<file path="src/hdl/timer0_defines.svh">
/*
 timer0 block constants: register offsets, field positions, reset values, rates.
 assumes inclusion by bare name from the package and the design modules.
*/
`ifndef TIMER0_DEFINES_SVH
`define TIMER0_DEFINES_SVH

// ----------------------------------------
// register byte offsets
// ----------------------------------------
`define T0_ADDR_COUNT 8'h00
`define T0_ADDR_OPTION 8'h04
`define T0_ADDR_STATUS 8'h08
`define T0_ADDR_MASK 8'h0c
`define T0_ADDR_WDOG 8'h10

// ----------------------------------------
// field positions
// ----------------------------------------
`define T0_OPT_SRC_BIT 5
`define T0_OPT_EDGE_BIT 4
`define T0_OPT_ASSIGN_BIT 3
`define T0_ST_OVF_BIT 0
`define T0_ST_WDOG_BIT 1
`define T0_WD_CLEAR_BIT 0
`define T0_WD_EN_BIT 1

// ----------------------------------------
// reset values and counts
// ----------------------------------------
`define T0_OPTION_RESET 6'h00
`define T0_INSTR_DIV 4
`define T0_WDOG_BASE 64
`define T0_WRITE_INHIBIT 2'h2
`define T0_RESP_OKAY 2'h0
`define T0_RESP_SLVERR 2'h2

`endif

</file>
<file path="src/hdl/timer0_pkg.sv">
/*
 timer0 types: packed state records of the shared prescaler and the top block.
 assumes timer0_defines.svh is on the include path.
*/
package timer0_pkg;

    // ----------------------------------------
    // prescaler state
    // ----------------------------------------
    typedef struct packed {
        logic [7:0] count;
    } prescale_state_t;

    // ----------------------------------------
    // top block state
    // ----------------------------------------
    typedef struct packed {
        logic awready;
        logic wready;
        logic bvalid;
        logic [1:0] bresp;
        logic arready;
        logic rvalid;
        logic [1:0] rresp;
        logic [31:0] rdata;
        logic aw_full;
        logic [7:0] aw_addr;
        logic w_full;
        logic [7:0] w_data;
        logic w_lane;
        logic [7:0] div_cnt;
        logic pin_s1;
        logic pin_s2;
        logic pin_s3;
        logic [7:0] count;
        logic [1:0] inhibit;
        logic [5:0] option;
        logic [1:0] status;
        logic [1:0] mask;
        logic wdog_en;
        logic [7:0] wdog_base;
        logic [7:0] wdog_cnt;
        logic irq;
    } top_state_t;

endpackage : timer0_pkg

</file>
<file path="src/hdl/prescale_if.sv">
/*
 link between the timer block and its shared prescaler.
 assumes both ends sit in the same clock domain.
*/
`timescale 1ns/1ps
`default_nettype none

interface prescale_if;
    logic step;
    logic clear;
    logic [3:0] shift;
    logic pulse;
    modport user (output step, output clear, output shift, input pulse);
    modport scaler (input step, input clear, input shift, output pulse);
endinterface : prescale_if

`default_nettype wire

</file>
<file path="src/hdl/prescale_core.sv">
/*
 shared 8-bit prescaler: divides step events by two to the power of shift.
 assumes one clock and a synchronous active-high reset from the parent.
*/
`timescale 1ns/1ps
`default_nettype none

module prescale_core (
    input wire logic clk,
    input wire logic rst,
    prescale_if.scaler bus
);

    timer0_pkg::prescale_state_t cur_reg;
    timer0_pkg::prescale_state_t cur_next;

    // low bits that must all be ones for a pulse
    function automatic logic [7:0] low_mask(input logic [3:0] sh);
        logic [15:0] one_hot;
        one_hot = 16'h0001 << sh;
        low_mask = 8'(one_hot - 16'h0001);
    endfunction : low_mask

    // ----------------------------------------
    // count and output pulse
    // ----------------------------------------
    // shift zero passes every step straight through
    always_comb begin
        cur_next = cur_reg;
        bus.pulse = bus.step && !bus.clear &&
            ((cur_reg.count | ~low_mask(bus.shift)) == 8'hff);
        if (bus.clear) begin
            cur_next.count = 8'h00; // clear beats a coincident step
        end else if (bus.step) begin
            cur_next.count = cur_reg.count + 8'h01;
        end
    end

    // value stays internal, never reaches any register
    always_ff @(posedge clk) begin
        if (rst) begin
            cur_reg <= '0;
        end else begin
            cur_reg <= cur_next;
        end
    end

endmodule : prescale_core

`default_nettype wire

</file>
<file path="src/hdl/timer0_top.sv">
/*
 8-bit timer/counter with shared prescaler and watchdog, behind AXI4-Lite.
 assumes one 100 MHz clock CLK, synchronous active-high RST, and an
 external count pin that may be asynchronous to CLK at the boundary.
*/
// Chosen here: the AXI4-Lite slave port and the register offsets.
`timescale 1ns/1ps
`default_nettype none
`include "timer0_defines.svh"

module timer0_top #(
    parameter int unsigned INSTR_DIV = `T0_INSTR_DIV,
    parameter int unsigned WDOG_BASE = `T0_WDOG_BASE
) (
    input wire logic CLK,
    input wire logic RST,
    input wire logic [7:0] AWADDR,
    input wire logic AWVALID,
    output logic AWREADY,
    input wire logic [31:0] WDATA,
    input wire logic [3:0] WSTRB,
    input wire logic WVALID,
    output logic WREADY,
    output logic [1:0] BRESP,
    output logic BVALID,
    input wire logic BREADY,
    input wire logic [7:0] ARADDR,
    input wire logic ARVALID,
    output logic ARREADY,
    output logic [31:0] RDATA,
    output logic [1:0] RRESP,
    output logic RVALID,
    input wire logic RREADY,
    input wire logic EXTERNAL_COUNT_PIN,
    output logic IRQ
);

    // ----------------------------------------
    // state and constants
    // ----------------------------------------
    localparam timer0_pkg::top_state_t STATE_RST = '{
        awready: 1'b1,
        wready: 1'b1,
        arready: 1'b1,
        option: `T0_OPTION_RESET,
        default: '0
    };

    timer0_pkg::top_state_t cur_reg;
    timer0_pkg::top_state_t cur_next;

    logic instr_tick;
    logic pin_rise;
    logic pin_fall;
    logic pin_edge;
    logic src_sel;
    logic assign_sel;
    logic [2:0] ratio;
    logic do_write;
    logic count_write;
    logic wd_clear;
    logic timer_src;
    logic wdog_src;
    logic timer_inc;
    logic wdog_inc;

    prescale_if psc_bus();

    // ----------------------------------------
    // helpers
    // ----------------------------------------
    // a pending write that hits one register with its low lane enabled
    function automatic logic write_hit(
        input timer0_pkg::top_state_t s,
        input logic [7:0] target
    );
        write_hit = s.aw_full && s.w_full && !s.bvalid && s.w_lane &&
            (s.aw_addr == target);
    endfunction : write_hit

    // known offsets answer okay, everything else slave error
    function automatic logic [1:0] decode_resp(input logic [7:0] addr);
        case (addr)
            `T0_ADDR_COUNT,
            `T0_ADDR_OPTION,
            `T0_ADDR_STATUS,
            `T0_ADDR_MASK,
            `T0_ADDR_WDOG: decode_resp = `T0_RESP_OKAY;
            default: decode_resp = `T0_RESP_SLVERR;
        endcase
    endfunction : decode_resp

    // ----------------------------------------
    // instruction-cycle enable
    // ----------------------------------------
    // one clock in INSTR_DIV, all counting except the pin source rides on this pulse
    assign instr_tick = (cur_reg.div_cnt == 8'(INSTR_DIV - 1));

    // ----------------------------------------
    // external pin edges
    // ----------------------------------------
    // only the second and third stages are looked at, so the first may
    // settle; the pulse must stay wide enough to survive the chain
    assign pin_rise = cur_reg.pin_s2 && !cur_reg.pin_s3;
    assign pin_fall = !cur_reg.pin_s2 && cur_reg.pin_s3;
    assign pin_edge = cur_reg.option[`T0_OPT_EDGE_BIT] ? pin_fall : pin_rise;

    // ----------------------------------------
    // source selection and prescaler routing
    // ----------------------------------------
    assign src_sel = cur_reg.option[`T0_OPT_SRC_BIT];
    assign assign_sel = cur_reg.option[`T0_OPT_ASSIGN_BIT];
    assign ratio = cur_reg.option[2:0];
    assign do_write = cur_reg.aw_full && cur_reg.w_full && !cur_reg.bvalid;
    assign count_write = write_hit(cur_reg, `T0_ADDR_COUNT);
    assign wd_clear = write_hit(cur_reg, `T0_ADDR_WDOG) &&
        cur_reg.w_data[`T0_WD_CLEAR_BIT];

    // a blocked timer also holds its prescaler still
    assign timer_src = (cur_reg.inhibit == 2'h0) &&
        (src_sel ? pin_edge : instr_tick);

    // watchdog base period before any postscaling
    assign wdog_src = instr_tick && cur_reg.wdog_en &&
        (cur_reg.wdog_base == 8'(WDOG_BASE - 1));

    // the side without the prescaler gets raw events
    assign psc_bus.step = assign_sel ? wdog_src : timer_src;
    assign psc_bus.shift = assign_sel ? {1'b0, ratio} :
        {1'b0, ratio} + 4'h1;
    assign psc_bus.clear = assign_sel ? wd_clear : count_write;
    assign timer_inc = assign_sel ? timer_src : psc_bus.pulse;
    assign wdog_inc = assign_sel ? psc_bus.pulse : wdog_src;

    // prescaler count has no path to the register file
    prescale_core u_prescale (
        .clk(CLK),
        .rst(RST),
        .bus(psc_bus)
    );

    // ----------------------------------------
    // next-state logic
    // ----------------------------------------
    always_comb begin
        logic [1:0] st_set;
        logic [1:0] st_clr;
        st_set = 2'h0;
        st_clr = 2'h0;
        cur_next = cur_reg;

        // instruction-cycle divider
        cur_next.div_cnt = instr_tick ? 8'h00 : cur_reg.div_cnt + 8'h01;

        // pin synchroniser and edge history
        cur_next.pin_s1 = EXTERNAL_COUNT_PIN;
        cur_next.pin_s2 = cur_reg.pin_s1;
        cur_next.pin_s3 = cur_reg.pin_s2;

        // write inhibit runs down on instruction cycles only
        if (instr_tick && cur_reg.inhibit != 2'h0) begin
            cur_next.inhibit = cur_reg.inhibit - 2'h1;
        end

        // timer counter, wraps through zero
        if (timer_inc) begin
            cur_next.count = cur_reg.count + 8'h01;
            if (cur_reg.count == 8'hff) begin
                st_set[`T0_ST_OVF_BIT] = 1'b1;
            end
        end

        // watchdog base divider and counter
        if (instr_tick && cur_reg.wdog_en) begin
            cur_next.wdog_base = (cur_reg.wdog_base == 8'(WDOG_BASE - 1)) ?
                8'h00 : cur_reg.wdog_base + 8'h01;
        end
        if (wdog_inc) begin
            cur_next.wdog_cnt = cur_reg.wdog_cnt + 8'h01;
            if (cur_reg.wdog_cnt == 8'hff) begin
                st_set[`T0_ST_WDOG_BIT] = 1'b1;
            end
        end

        // write address and data are taken independently
        if (AWVALID && cur_reg.awready) begin
            cur_next.aw_full = 1'b1;
            cur_next.aw_addr = AWADDR;
        end
        if (WVALID && cur_reg.wready) begin
            cur_next.w_full = 1'b1;
            cur_next.w_data = WDATA[7:0];
            cur_next.w_lane = WSTRB[0];
        end

        // response first drains, then a held pair may complete
        if (BREADY && cur_reg.bvalid) begin
            cur_next.bvalid = 1'b0;
        end
        if (do_write) begin
            cur_next.aw_full = 1'b0;
            cur_next.w_full = 1'b0;
            cur_next.bvalid = 1'b1;
            cur_next.bresp = decode_resp(cur_reg.aw_addr);
        end

        // register effects; a counter write beats a same-cycle increment
        if (count_write) begin
            cur_next.count = cur_reg.w_data;
            cur_next.inhibit = `T0_WRITE_INHIBIT;
        end
        if (write_hit(cur_reg, `T0_ADDR_OPTION)) begin
            cur_next.option = cur_reg.w_data[5:0];
        end
        if (write_hit(cur_reg, `T0_ADDR_STATUS)) begin
            st_clr = cur_reg.w_data[1:0];
        end
        if (write_hit(cur_reg, `T0_ADDR_MASK)) begin
            cur_next.mask = cur_reg.w_data[1:0];
        end
        if (write_hit(cur_reg, `T0_ADDR_WDOG)) begin
            cur_next.wdog_en = cur_reg.w_data[`T0_WD_EN_BIT];
        end
        if (wd_clear) begin
            cur_next.wdog_cnt = 8'h00;
            cur_next.wdog_base = 8'h00;
        end

        // sticky flags: a new event outlasts a same-cycle clear
        cur_next.status = (cur_reg.status & ~st_clr) | st_set;

        // ready only while the holding slot is empty
        cur_next.awready = !cur_next.aw_full;
        cur_next.wready = !cur_next.w_full;

        // one read at a time, answered the edge after the address
        if (RREADY && cur_reg.rvalid) begin
            cur_next.rvalid = 1'b0;
            cur_next.arready = 1'b1;
        end
        if (ARVALID && cur_reg.arready) begin
            cur_next.arready = 1'b0;
            cur_next.rvalid = 1'b1;
            cur_next.rresp = decode_resp(ARADDR);
            case (ARADDR)
                `T0_ADDR_COUNT: cur_next.rdata = {24'h000000, cur_reg.count};
                `T0_ADDR_OPTION: cur_next.rdata = {26'h0000000, cur_reg.option};
                `T0_ADDR_STATUS: cur_next.rdata = {30'h00000000, cur_reg.status};
                `T0_ADDR_MASK: cur_next.rdata = {30'h00000000, cur_reg.mask};
                `T0_ADDR_WDOG: cur_next.rdata = {16'h0000, cur_reg.wdog_cnt,
                    6'h00, cur_reg.wdog_en, 1'b0};
                default: cur_next.rdata = 32'h00000000;
            endcase
        end

        // level interrupt from the masked flags, registered on the same edge as them
        cur_next.irq = |(cur_next.status & cur_next.mask);
    end

    // ----------------------------------------
    // state register
    // ----------------------------------------
    always_ff @(posedge CLK) begin
        if (RST) begin
            cur_reg <= STATE_RST;
        end else begin
            cur_reg <= cur_next;
        end
    end

    // ----------------------------------------
    // outputs, all straight from flops
    // ----------------------------------------
    assign AWREADY = cur_reg.awready;
    assign WREADY = cur_reg.wready;
    assign BVALID = cur_reg.bvalid;
    assign BRESP = cur_reg.bresp;
    assign ARREADY = cur_reg.arready;
    assign RVALID = cur_reg.rvalid;
    assign RRESP = cur_reg.rresp;
    assign RDATA = cur_reg.rdata;
    assign IRQ = cur_reg.irq;

endmodule : timer0_top

`default_nettype wire

</file>
<file path="config.mk">
export PLATFORM = sky130hd
export DESIGN_NAME = timer0_top
export DESIGN_NICKNAME = d
export VERILOG_FILES = /design/src/hdl/timer0_pkg.sv /design/src/hdl/prescale_if.sv /design/src/hdl/prescale_core.sv /design/src/hdl/timer0_top.sv
export VERILOG_INCLUDE_DIRS = /design/src /design/src/hdl
export SDC_FILE = /design/constraint.sdc
export NUM_CORES = 1
export LEC_CHECK = 0
export ABC_AREA = 1
export ABC_CLOCK_PERIOD_IN_PS = 3350
export BUFFER_PORTS_ARGS = -buffer_cell sky130_fd_sc_hd__buf_4
export CORE_MARGIN = 2
export CORE_UTILIZATION = 55
export CTS_CLUSTER_SIZE = 12
export DETAILED_ROUTE_END_ITERATION = 8
export PLACE_DENSITY = 0.8
export SKIP_CTS_REPAIR_TIMING = 1
export SYNTH_ARGS = -nofsm -noshare
export SYNTH_HDL_FRONTEND = slang
export SYNTH_SLANG_ARGS = --single-unit
export TNS_END_PERCENT = 50
</file>
<file path="constraint.sdc">
create_clock -name CLK -period 3.35 [get_ports CLK]
set_clock_uncertainty 0.05 [all_clocks]
set_input_delay 0.335 -clock CLK [delete_from_list [all_inputs] [get_ports CLK]]
set_output_delay 0.335 -clock CLK [all_outputs]
set_load 0.02 [all_outputs]
</file>
==> results of run 1 <==
## cells by family (layout without fill, tap and decap cells)
kind of cell | count (synthesis) | count (layout)
AO/OA/AOI/OAI | 129 | 129
XOR/XNOR | 17 | 17
adder cells (fa/ha/maj) | 8 | 8
buffers and inverters | 136 | 158
flip-flops | 99 | 99
other | 1 | 18
AND/OR/NAND/NOR | 303 | 303
## power by group through the flow
stage	sequential, mW	combinational [mW]	clock, mW
2_1_floorplan	1.27	0.174	0
3_3_place_gp	1.27	0.221	0
3_5_place_dp	1.27	0.228	0
4_1_cts	1.24	0.229	0.769
5_1_grt	1.25	0.256	0.816
6_report	1.24	0.228	0.758
## per-stage QoR
step           utilization (%)  total power, mW  area (um2)  setup WS (ns)
5_1_grt                   61.4             2.32        5620          0.247
3_3_place_gp              59.3             1.49        5430          0.626
2_1_floorplan                -             1.44        5180          0.810
4_1_cts                   61.4             2.24        5620          0.512
3_5_place_dp              59.3             1.50        5430          0.549
6_report                  61.4             2.23        5620          0.515
## worst register-to-register path: stages, from the launching register on
cell     delay [ns]
dfxtp_1        0.49
ha_1           0.32
nand2_4        0.09
nand2_4        0.06
inv_4          0.06
nand2_2        0.06
nor2_2         0.13
inv_1          0.05
ha_1           0.27
or2_2          0.27
nand2_1        0.08
a21oi_1        0.04
nand2_1        0.07
nor2_2         0.04
nand2_2        0.10
nor2_8         0.05
nand3_4        0.11
nand3_4        0.18
nand2_2        0.12
a21oi_2        0.05
## cell usage in the layout, fill, tap and decap left out, drive strengths merged
cell type	instances
nand4	17
dfxtp	99
nor4	2
nor3b	5
ha	8
nor3	10
bufinv	1
buf	59
clkinv	5
inv	82
a21oi	66
nand2	126
o21bai	1
and3	1
o21ai	50
conb	18
clkinvlp	1
a41oi	1
nand3b	3
o22ai	4
nor2	87
xor2	14
nand3	47
or2	5
clkbuf	10
xnor2	3
a211oi	7
## routing by layer
layer,global-route usage (%),vias up,wire [um]
met3,3.12,17,423
met5,0,-,0
met4,9.06,0,188
met1,26.3,2047,4550
li1,-,2268,-
met2,39.2,109,5520
## final cells by class
cell class                 instances  area (um2)
inverter                          83         322
tap                              111         139
clock buffer                      10         128
sequential                        99        1980
timing repair buffer              59         443
fill                             810        3530
clock inverter                     6        65.1
multi-input combinational        475        2540
## worst paths after layout
check / start / end / slack (ns)
hold / removal: EXTERNAL_COUNT_PIN / cur_next[39] / 0.12
setup / recovery: cur_reg[22] / cur_reg[32] / 0.51
setup reg to reg: cur_reg[22] / cur_reg[32] / 0.51
hold reg to reg: cur_next[39] / cur_next[38] / 0.37
==> impl_metrics.py, run 1 <==
metrics = {
    "logic_synthesis": {
        "async_flop_share_pct": 0,
        "yosysWarnings": 0,
        "synth_area_leaders": "dfxtp_1 39%, nand2_1 7.7%, a21oi_1 5.8%",
        "yosys-top-cells-count": "105 x nand2_1, 99 x dfxtp_1, 78 x nor2_1",
        "synth-adder-area-share_pct": 1.95,
        "synth.most_common_cell": "nand2_1",
        "synth_edf_count": 0,
        "synth_top_area_share_pct": 38.7,
        "syn_avg_cell_area_um2": 7.39,
        "yosys.area_share.xor_xnor_pct": 3.05,
        "synth_top_family_by_area": "simple AND/OR/NAND/NOR gates",
        "synth_mux_area_share_pct": 0,
        "synth-simple-area-share_pct": 29.6,
        "synthesis.area_um2": 5120,
        "synth-compound-area-share_pct": 13.7,
        "synth_cell_types": 40,
        "ys_ff_latch": 99,
        "yosysTopAreaCell": "dfxtp_1",
        "ys.flop_type": "dfxtp_1",
        "synth_cells": 693,
        "ys_seq_area_share_pct": 38.7,
    },
    "setup_path": {
        "cp_max_fo": 9,
        "crit_slowest_cell": "dfxtp_1",
        "path_class": "reg -> reg",
        "critical_path_arrival_ns": 3.03,
        "required_ns": 3.54,
        "cpMostUsedCell": "nand2_2",
        "cpPeakStageDelay_ns": 0.49,
        "r2r_cells": 19,
        "cp-end-kind": "flip-flop",
        "cp.depth": 19,
        "crit_family": "simple AND/OR/NAND/NOR gates",
        "crit_path_start_kind": "flip-flop",
        "cp_num_buf_inv": 2,
        "path_cells": "ha_1 -> nand2_4 -> nand2_4 -> inv_4 -> nand2_2 -> nor2_2 -> inv_1 -> ha_1 -> or2_2 -> nand2_1 -> a21oi_1 -> nand2_1 -> nor2_2 -> nand2_2 -> nor2_8 -> nand3_4 -> nand3_4 -> nand2_2 -> a21oi_2",
    },
    "sta": {
        "drv_slew": 0,
        "holdWs_ns": 0.120,
        "fmax_mhz": 353,
        "hold_viol": 0,
        "slew_headroom_pct": 44.4,
        "timing.final.crit_share_pct": 84.6,
        "tns_ns": 0,
        "worst_pin_slew_ns": 0.831,
        "setup_viol_count_final": 0,
        "rsz0062_at_grt": "no",
        "min_period_ns": 2.84,
    },
    "clock_network": {
        "worstSkewPairLatency_ns": 0.37,
        "cts_tree": "yes",
        "cts.sinks": 99,
        "htree_levels": 3,
        "cts.path.max_buffers": 2,
        "clk_pin_slew_ns": 0.10,
        "cts_made_buffers": 9,
        "cts_root_buf": "clkbuf_8",
    },
    "floorplanning": {
        "rows": 35,
        "fp.dieW_um": 100,
        "coreArea_um2": 9150,
        "die_h_um": 100,
        "dieArea_um2": 10100,
        "initial_core_util_pct": 56.0,
        "ios": 102,
    },
    "detailed_routing": {
        "vias": 4441,
        "drt_iter0_markers": 301,
        "antenna_left": 0,
        "dr.pass1.iters": 5,
        "viasPerCell": 5.27,
        "wl_per_cell_um": 12.7,
        "routed_wl_um": 10700,
        "drcViolationCount": 0,
    },
    "global_route": {
        "grt_pass1_vias": 4189,
        "grt_first_pass_wirelength_um": 18100,
        "grt_max_degree": 37,
        "gr-total-overflow": 0,
        "grtUsageTotal_pct": 21.9,
        "antenna_found_initial": 0,
    },
    "place": {
        "io_buffer_count": 56,
        "dp_cells": 827,
        "gp_congestion": 0.893,
        "dp_hpwl_um": 8030,
    },
    "power_and_ir_drop": {
        "power_frac_comb_pct": 10.2,
        "ir_worst_vdd_mv": 0.241,
        "power_density_nw_per_um2": 397,
        "clkPwrFrac_pct": 34.0,
        "p_sw_share_pct": 26.2,
        "p_seq_share_pct": 55.8,
        "p_switching_mw": 0.585,
        "cell_internal_pwr_mw": 1.65,
        "p_leak_nw": 2.34,
    },
    "final_layout": {
        "drive_above_1_share_pct": 17.8,
        "antenna_cells": 0,
        "largest_register_ffs": 64,
        "final_cells": 843,
        "fin_nets": 795,
        "areaGrowthSynthToFinish_pct": 9.70,
    },
    "status": {
        "outcome": "finished clean",
    },
    "worst_hold_path": {
        "hold_depth": 3,
        "hold_path_class": "in -> reg",
    },
    "flow_run": {
        "cap_violations": 0,
    },
}
Note: power is estimated with default switching activity, not from simulation.
==> inputs of run 2 (changes only) <==
--- a/config.mk
+++ b/config.mk
@@ -7,7 +7,7 @@
 export NUM_CORES = 1
 export LEC_CHECK = 0
 export ABC_AREA = 1
-export ABC_CLOCK_PERIOD_IN_PS = 3350
+export ABC_CLOCK_PERIOD_IN_PS = 2800
 export BUFFER_PORTS_ARGS = -buffer_cell sky130_fd_sc_hd__buf_4
 export CORE_MARGIN = 2
 export CORE_UTILIZATION = 55
==> constraint.sdc (replaced) <==
create_clock -name CLK -period 2.8 [get_ports CLK]
set_clock_uncertainty 0.05 [all_clocks]
set_input_delay 0.28 -clock CLK [delete_from_list [all_inputs] [get_ports CLK]]
set_output_delay 0.28 -clock CLK [all_outputs]
set_load 0.02 [all_outputs]
==> run 2 against run 1 <==
  * Cell area grew 2.1%
  * Clock-buffer cell count decreased by 1
  * Routed wire length rose by 3.2%
  * Clock power is 14% higher
  * Worst hold slack worse by 0.061 ns
  * Critical path type unchanged
  * Final cell count increased by 1.2%
  * Critical endpoint is now cur_reg[4]
==> impl_metrics.py, run 2 (synthesis results as in run 1) <==
metrics = {
    "floorplanning": {
        "fp.dieW_um": 100,
        "die_h_um": 100,
        "initial_core_util_pct": 56.0,
        "dieArea_um2": 10100,
        "ios": 102,
        "coreArea_um2": 9150,
        "rows": 35,
    },
    "sta": {
        "hold_viol": 0,
        "final.setup.worst_slack_ns": 0.157,
        "setup_viol_count_final": 0,
        "min_period_ns": 2.64,
        "worst_pin_slew_ns": 0.592,
        "fmax_mhz": 378,
        "timing.final.crit_share_pct": 94.4,
        "tns_ns": 0,
        "drv_slew": 0,
        "rsz0062_at_grt": "no",
        "slew_headroom_pct": 60.3,
    },
    "setup_path": {
        "cp-end-kind": "flip-flop",
        "crit_path_start_kind": "flip-flop",
        "crit_slowest_cell": "dfxtp_1",
        "crit_family": "simple AND/OR/NAND/NOR gates",
        "r2r-start": "cur_reg[22]",
        "rrSetupSlack_ns": 0.16,
        "r2r_cells": 19,
        "reg2reg_to": "cur_reg[4]",
        "cpPeakStageDelay_ns": 0.38,
        "cp_max_fo": 6,
        "cp_num_buf_inv": 3,
        "critical_path_arrival_ns": 2.90,
        "required_ns": 3.06,
        "path_class": "reg -> reg",
        "path_cells": "ha_4 -> nand2_4 -> nand2_4 -> inv_4 -> nand2_2 -> nor2_4 -> inv_1 -> ha_1 -> or2_2 -> nand2_1 -> a21oi_2 -> nand2_1 -> nor2_2 -> nand2_2 -> nor2_8 -> nand3_4 -> buf_12 -> nand3_1 -> a21oi_1",
    },
    "place": {
        "gp_congestion": 0.884,
        "io_buffer_count": 56,
        "dp_hpwl_um": 8020,
        "dp_slack_ns": 0.157,
        "dp_cells": 831,
    },
    "clock_network": {
        "htree_levels": 3,
        "cts.sinks": 99,
        "clk_pin_slew_ns": 0.10,
        "worstSkewPairLatency_ns": 0.37,
        "cts_tree": "yes",
        "cts_root_buf": "clkbuf_8",
        "cts_made_buffers": 9,
        "cts.path.max_buffers": 2,
    },
    "power_and_ir_drop": {
        "power_density_nw_per_um2": 458,
        "power_mw": 2.63,
        "p_leak_nw": 2.40,
        "ir_worst_vdd_mv": 0.249,
    },
    "final_layout": {
        "drive_above_1_share_pct": 19.4,
        "post-route-util_pct": 62.7,
        "final_common_cell": "nand2_1",
        "fin_nets": 805,
        "areaGrowthSynthToFinish_pct": 12.0,
        "final_cells": 853,
        "num-fill-cells": 792,
        "largest_register_ffs": 64,
        "antenna_cells": 0,
        "final_cell_mix": "105 x nand2_1, 98 x dfxtp_1, 78 x nor2_1",
    },
    "detailed_routing": {
        "drcViolationCount": 0,
        "routed_wl_um": 11000,
        "dr.pass1.iters": 5,
        "wl_per_cell_um": 12.9,
        "drt_iter0_markers": 337,
        "vias": 4533,
        "viasPerCell": 5.31,
        "antenna_left": 0,
    },
    "global_route": {
        "grt_pass1_vias": 4177,
        "antenna_found_initial": 0,
        "grt_first_pass_wirelength_um": 18000,
        "grt_max_degree": 37,
        "grtUsageTotal_pct": 22.1,
        "gr-total-overflow": 0,
    },
    "status": {
        "outcome": "finished clean",
    },
    "worst_hold_path": {
        "worstHoldStart": "EXTERNAL_COUNT_PIN",
        "min_to": "cur_next[39]",
        "hold_depth": 3,
        "hold_path_class": "in -> reg",
    },
    "flow_run": {
        "cap_violations": 0,
    },
}
[run 2: how the worst max path moves through the flow]
stage | start | end | slack, ns | cells after the start
6_report | cur_reg[22] | cur_reg[4] | 0.16 | 19
5_1_grt | assign_sel | cur_reg[8] | 0.02 | 20
4_1_cts | cur_reg[22] | cur_reg[4] | 0.14 | 19
3_5_place_dp | cur_reg[22] | cur_reg[4] | 0.16 | 19
3_3_place_gp | cur_reg[22] | cur_reg[37] | 0.20 | 19
2_1_floorplan | cur_reg[22] | cur_reg[37] | 0.26 | 19
[run 2: area by class of cell]
| class | instances | area, um2 | area share (%) |
|---|---|---|---|
| Multi-Input combinational cell | 478 | 2600 | 45.4 |
| Clock inverter | 7 | 58.8 | 1.03 |
| Clock buffer | 9 | 124 | 2.16 |
| Timing Repair Buffer | 66 | 508 | 8.86 |
| Inverter | 83 | 322 | 5.61 |
| Sequential cell | 99 | 1980 | 34.6 |
| Tap cell | 111 | 139 | 2.42 |
[run 2: layer usage]
metal,GRT usage (%),part of all wire [%],vias up
met5,0,0,-
met4,10.7,1.9,0
met3,3.88,4.7,20
met2,38.3,50,115
met1,26.4,43,2094
li1,-,-,2304
[run 2: where the power goes]
part | switching [mW] | total (mW) | internal (mW)
Clock | 0.531 | 0.866 | 0.335
Sequential | 0.0314 | 1.49 | 1.46
Combinational | 0.177 | 0.273 | 0.0962
Total | 0.740 | 2.63 | 1.89
[run 2: metrics by stage]
| stage | hold slack, ns | area [um2] |
|---|---|---|
| 6_report | 0.0592 | 5740 |
| 2_1_floorplan | 0.337 | 5180 |
| 4_1_cts | 0.0498 | 5640 |
| 3_5_place_dp | 0.347 | 5460 |
| 3_3_place_gp | 0.351 | 5460 |
| 5_1_grt | 0.0779 | 5740 |
[run 2: worst register-to-register path, cell delays in order, from the launching register on]
cell and delay, ns:
dfxtp_1 0.38, ha_4 0.22, nand2_4 0.07, nand2_4 0.06
inv_4 0.07, nand2_2 0.08, nor2_4 0.12, inv_1 0.05
ha_1 0.27, or2_2 0.27, nand2_1 0.08, a21oi_2 0.03
nand2_1 0.07, nor2_2 0.04, nand2_2 0.10, nor2_8 0.06
nand3_4 0.17, buf_12 0.14, nand3_1 0.06, a21oi_1 0.17
==> inputs of run 3 (changes only) <==
--- a/config.mk
+++ b/config.mk
@@ -13,6 +13,7 @@
 export CORE_UTILIZATION = 55
 export CTS_CLUSTER_SIZE = 12
 export DETAILED_ROUTE_END_ITERATION = 8
+export MAX_ROUTING_LAYER = met4
 export PLACE_DENSITY = 0.8
 export SKIP_CTS_REPAIR_TIMING = 1
 export SYNTH_ARGS = -nofsm -noshare
==> run 3 against run 2 <==
  * Fmax grew 0.26%
  * Global-route usage increased by 0.75 points
  * Clock-buffer cell count unchanged
  * Setup slack improved by 0.0070 ns
  * Die area stayed put
  * Worst hold slack improved by 0.0027 ns
  * First-iteration DRC count decreased by 11%
  * Non-clock buffer count increased by 3
  * Final cell count rose by 0.47%
==> impl_metrics.py, run 3 (synthesis results as in run 1) <==
metrics = {
    "floorplanning": {
        "dieArea_um2": 10100,
        "rows": 35,
        "fp.dieW_um": 100,
        "die_h_um": 100,
        "initial_core_util_pct": 56.0,
        "coreArea_um2": 9150,
        "ios": 102,
    },
    "detailed_routing": {
        "drcViolationCount": 0,
        "dr.pass1.iters": 5,
        "wl_per_cell_um": 12.9,
        "viasPerCell": 5.28,
        "routed_wl_um": 11100,
        "drt_iter0_markers": 300,
        "antenna_left": 0,
        "vias": 4521,
    },
    "global_route": {
        "grt_pass1_vias": 4141,
        "grtUsageTotal_pct": 22.8,
        "grt_first_pass_wirelength_um": 18200,
        "grt_max_degree": 37,
        "antenna_found_initial": 0,
        "gr-total-overflow": 0,
    },
    "sta": {
        "fmax_mhz": 379,
        "worst_pin_slew_ns": 0.574,
        "drv_slew": 0,
        "slew_headroom_pct": 61.5,
        "setup_viol_count_final": 0,
        "final.setup.worst_slack_ns": 0.164,
        "hold_viol": 0,
        "min_period_ns": 2.64,
        "timing.final.crit_share_pct": 94.1,
    },
    "status": {
        "outcome": "finished clean",
    },
    "final_layout": {
        "multi_input_area_um2": 2590,
        "largest_register_ffs": 64,
        "areaGrowthSynthToFinish_pct": 12.3,
        "fin_nets": 809,
        "antenna_cells": 0,
        "post-route-util_pct": 62.9,
        "register_area_um2": 1980,
        "drive_above_1_share_pct": 19.7,
        "final_cell_mix": "105 x nand2_1, 98 x dfxtp_1, 78 x nor2_1",
        "final_common_cell": "nand2_1",
        "num-fill-cells": 777,
    },
    "clock_network": {
        "htree_levels": 3,
        "worstSkewPairLatency_ns": 0.37,
        "clk_pin_slew_ns": 0.11,
        "cts_tree": "yes",
        "cts.path.max_buffers": 2,
        "cts_made_buffers": 9,
        "cts_root_buf": "clkbuf_8",
        "cts.sinks": 99,
    },
    "power_and_ir_drop": {
        "power_density_nw_per_um2": 469,
        "p_leak_nw": 2.42,
        "ir_worst_vdd_mv": 0.339,
    },
    "setup_path": {
        "critical_path_arrival_ns": 2.84,
        "reg2reg_to": "cur_reg[33]",
        "crit_path_start_kind": "flip-flop",
        "crit_end": "cur_reg[33]",
        "crit_slowest_cell": "dfxtp_1",
        "cpPeakStageDelay_ns": 0.39,
        "path_class": "reg -> reg",
        "cp-startpoint": "cur_reg[23]",
        "cp_max_fo": 4,
        "rrSetupSlack_ns": 0.16,
        "r2r-start": "cur_reg[23]",
        "cp-end-kind": "flip-flop",
        "r2r_cells": 19,
        "required_ns": 3.01,
        "path_cells": "ha_4 -> nand2_4 -> nand2_4 -> inv_4 -> nand2_2 -> nor2_2 -> inv_1 -> ha_1 -> or2_2 -> nand2_1 -> a21oi_1 -> nand2_1 -> nor2_2 -> nand2_2 -> nor2_8 -> nand3_2 -> buf_4 -> nand4_1 -> a21oi_2",
    },
    "place": {
        "dp_hpwl_um": 8000,
        "dp_slack_ns": 0.155,
        "io_buffer_count": 56,
        "gp_congestion": 0.864,
    },
    "worst_hold_path": {
        "hold_path_class": "in -> reg",
    },
    "flow_run": {
        "cap_violations": 0,
    },
}
run 3: through the flow:
stage | power (mW) | instance area, um2 | TNS [ns] | std cells | hold WS, ns
final | 2.70 | 5750 | 0 | 857 | 0.0619
after global routing | 2.81 | 5750 | -0.00501 | 857 | 0.0859
after CTS | 2.71 | 5660 | 0 | 847 | 0.0559
after detailed placement | 1.79 | 5460 | 0 | 831 | 0.345
after global placement | 1.78 | 5460 | 0 | 831 | 0.352
after floorplan | 1.73 | 5180 | 0 | 710 | 0.337
run 3: metal layers:
| layer | vias up | track usage, % | part of all wire, % |
|---|---|---|---|
| met5 | - | - | 0 |
| met4 | 0 | 7.38 | 1.6 |
| li1 | 2315 | - | - |
| met1 | 2049 | 26.8 | 43 |
| met3 | 16 | 3.88 | 5.4 |
| met2 | 141 | 39.8 | 50 |
run 3: power breakdown:
group | internal, mW | switching [mW]
registers | 1.46 | 0.0295
clock network | 0.361 | 0.572
logic | 0.0966 | 0.178
run 3: worst min path at each step:
stage	start	end	slack (ns)	depth (start not counted)
6_report	EXTERNAL_COUNT_PIN	cur_next[39]	0.06	3
5_1_grt	EXTERNAL_COUNT_PIN	cur_next[39]	0.09	3
4_1_cts	EXTERNAL_COUNT_PIN	cur_next[39]	0.06	3
3_5_place_dp	cur_next[39]	cur_next[38]	0.35	2
3_3_place_gp	cur_next[39]	cur_next[38]	0.35	2
2_1_floorplan	EXTERNAL_COUNT_PIN	cur_next[39]	0.34	2
run 3: area by class of cell:
class	count	area share [%]
clock inverters	7	1.37
multi-input cells	479	45.0
clock buffers	9	2.15
inverters	83	5.59
well taps	111	2.41
repair buffers	69	9.00
flip-flops and latches	99	34.5
run 3: critical path: cells and delay by family (launching register included):
family / cells / cell delay (ns)
simple gates: 12 / 1.12
flops: 1 / 0.39
compound gates: 2 / 0.19
fa+ha+maj: 2 / 0.48
buf+inv: 3 / 0.28
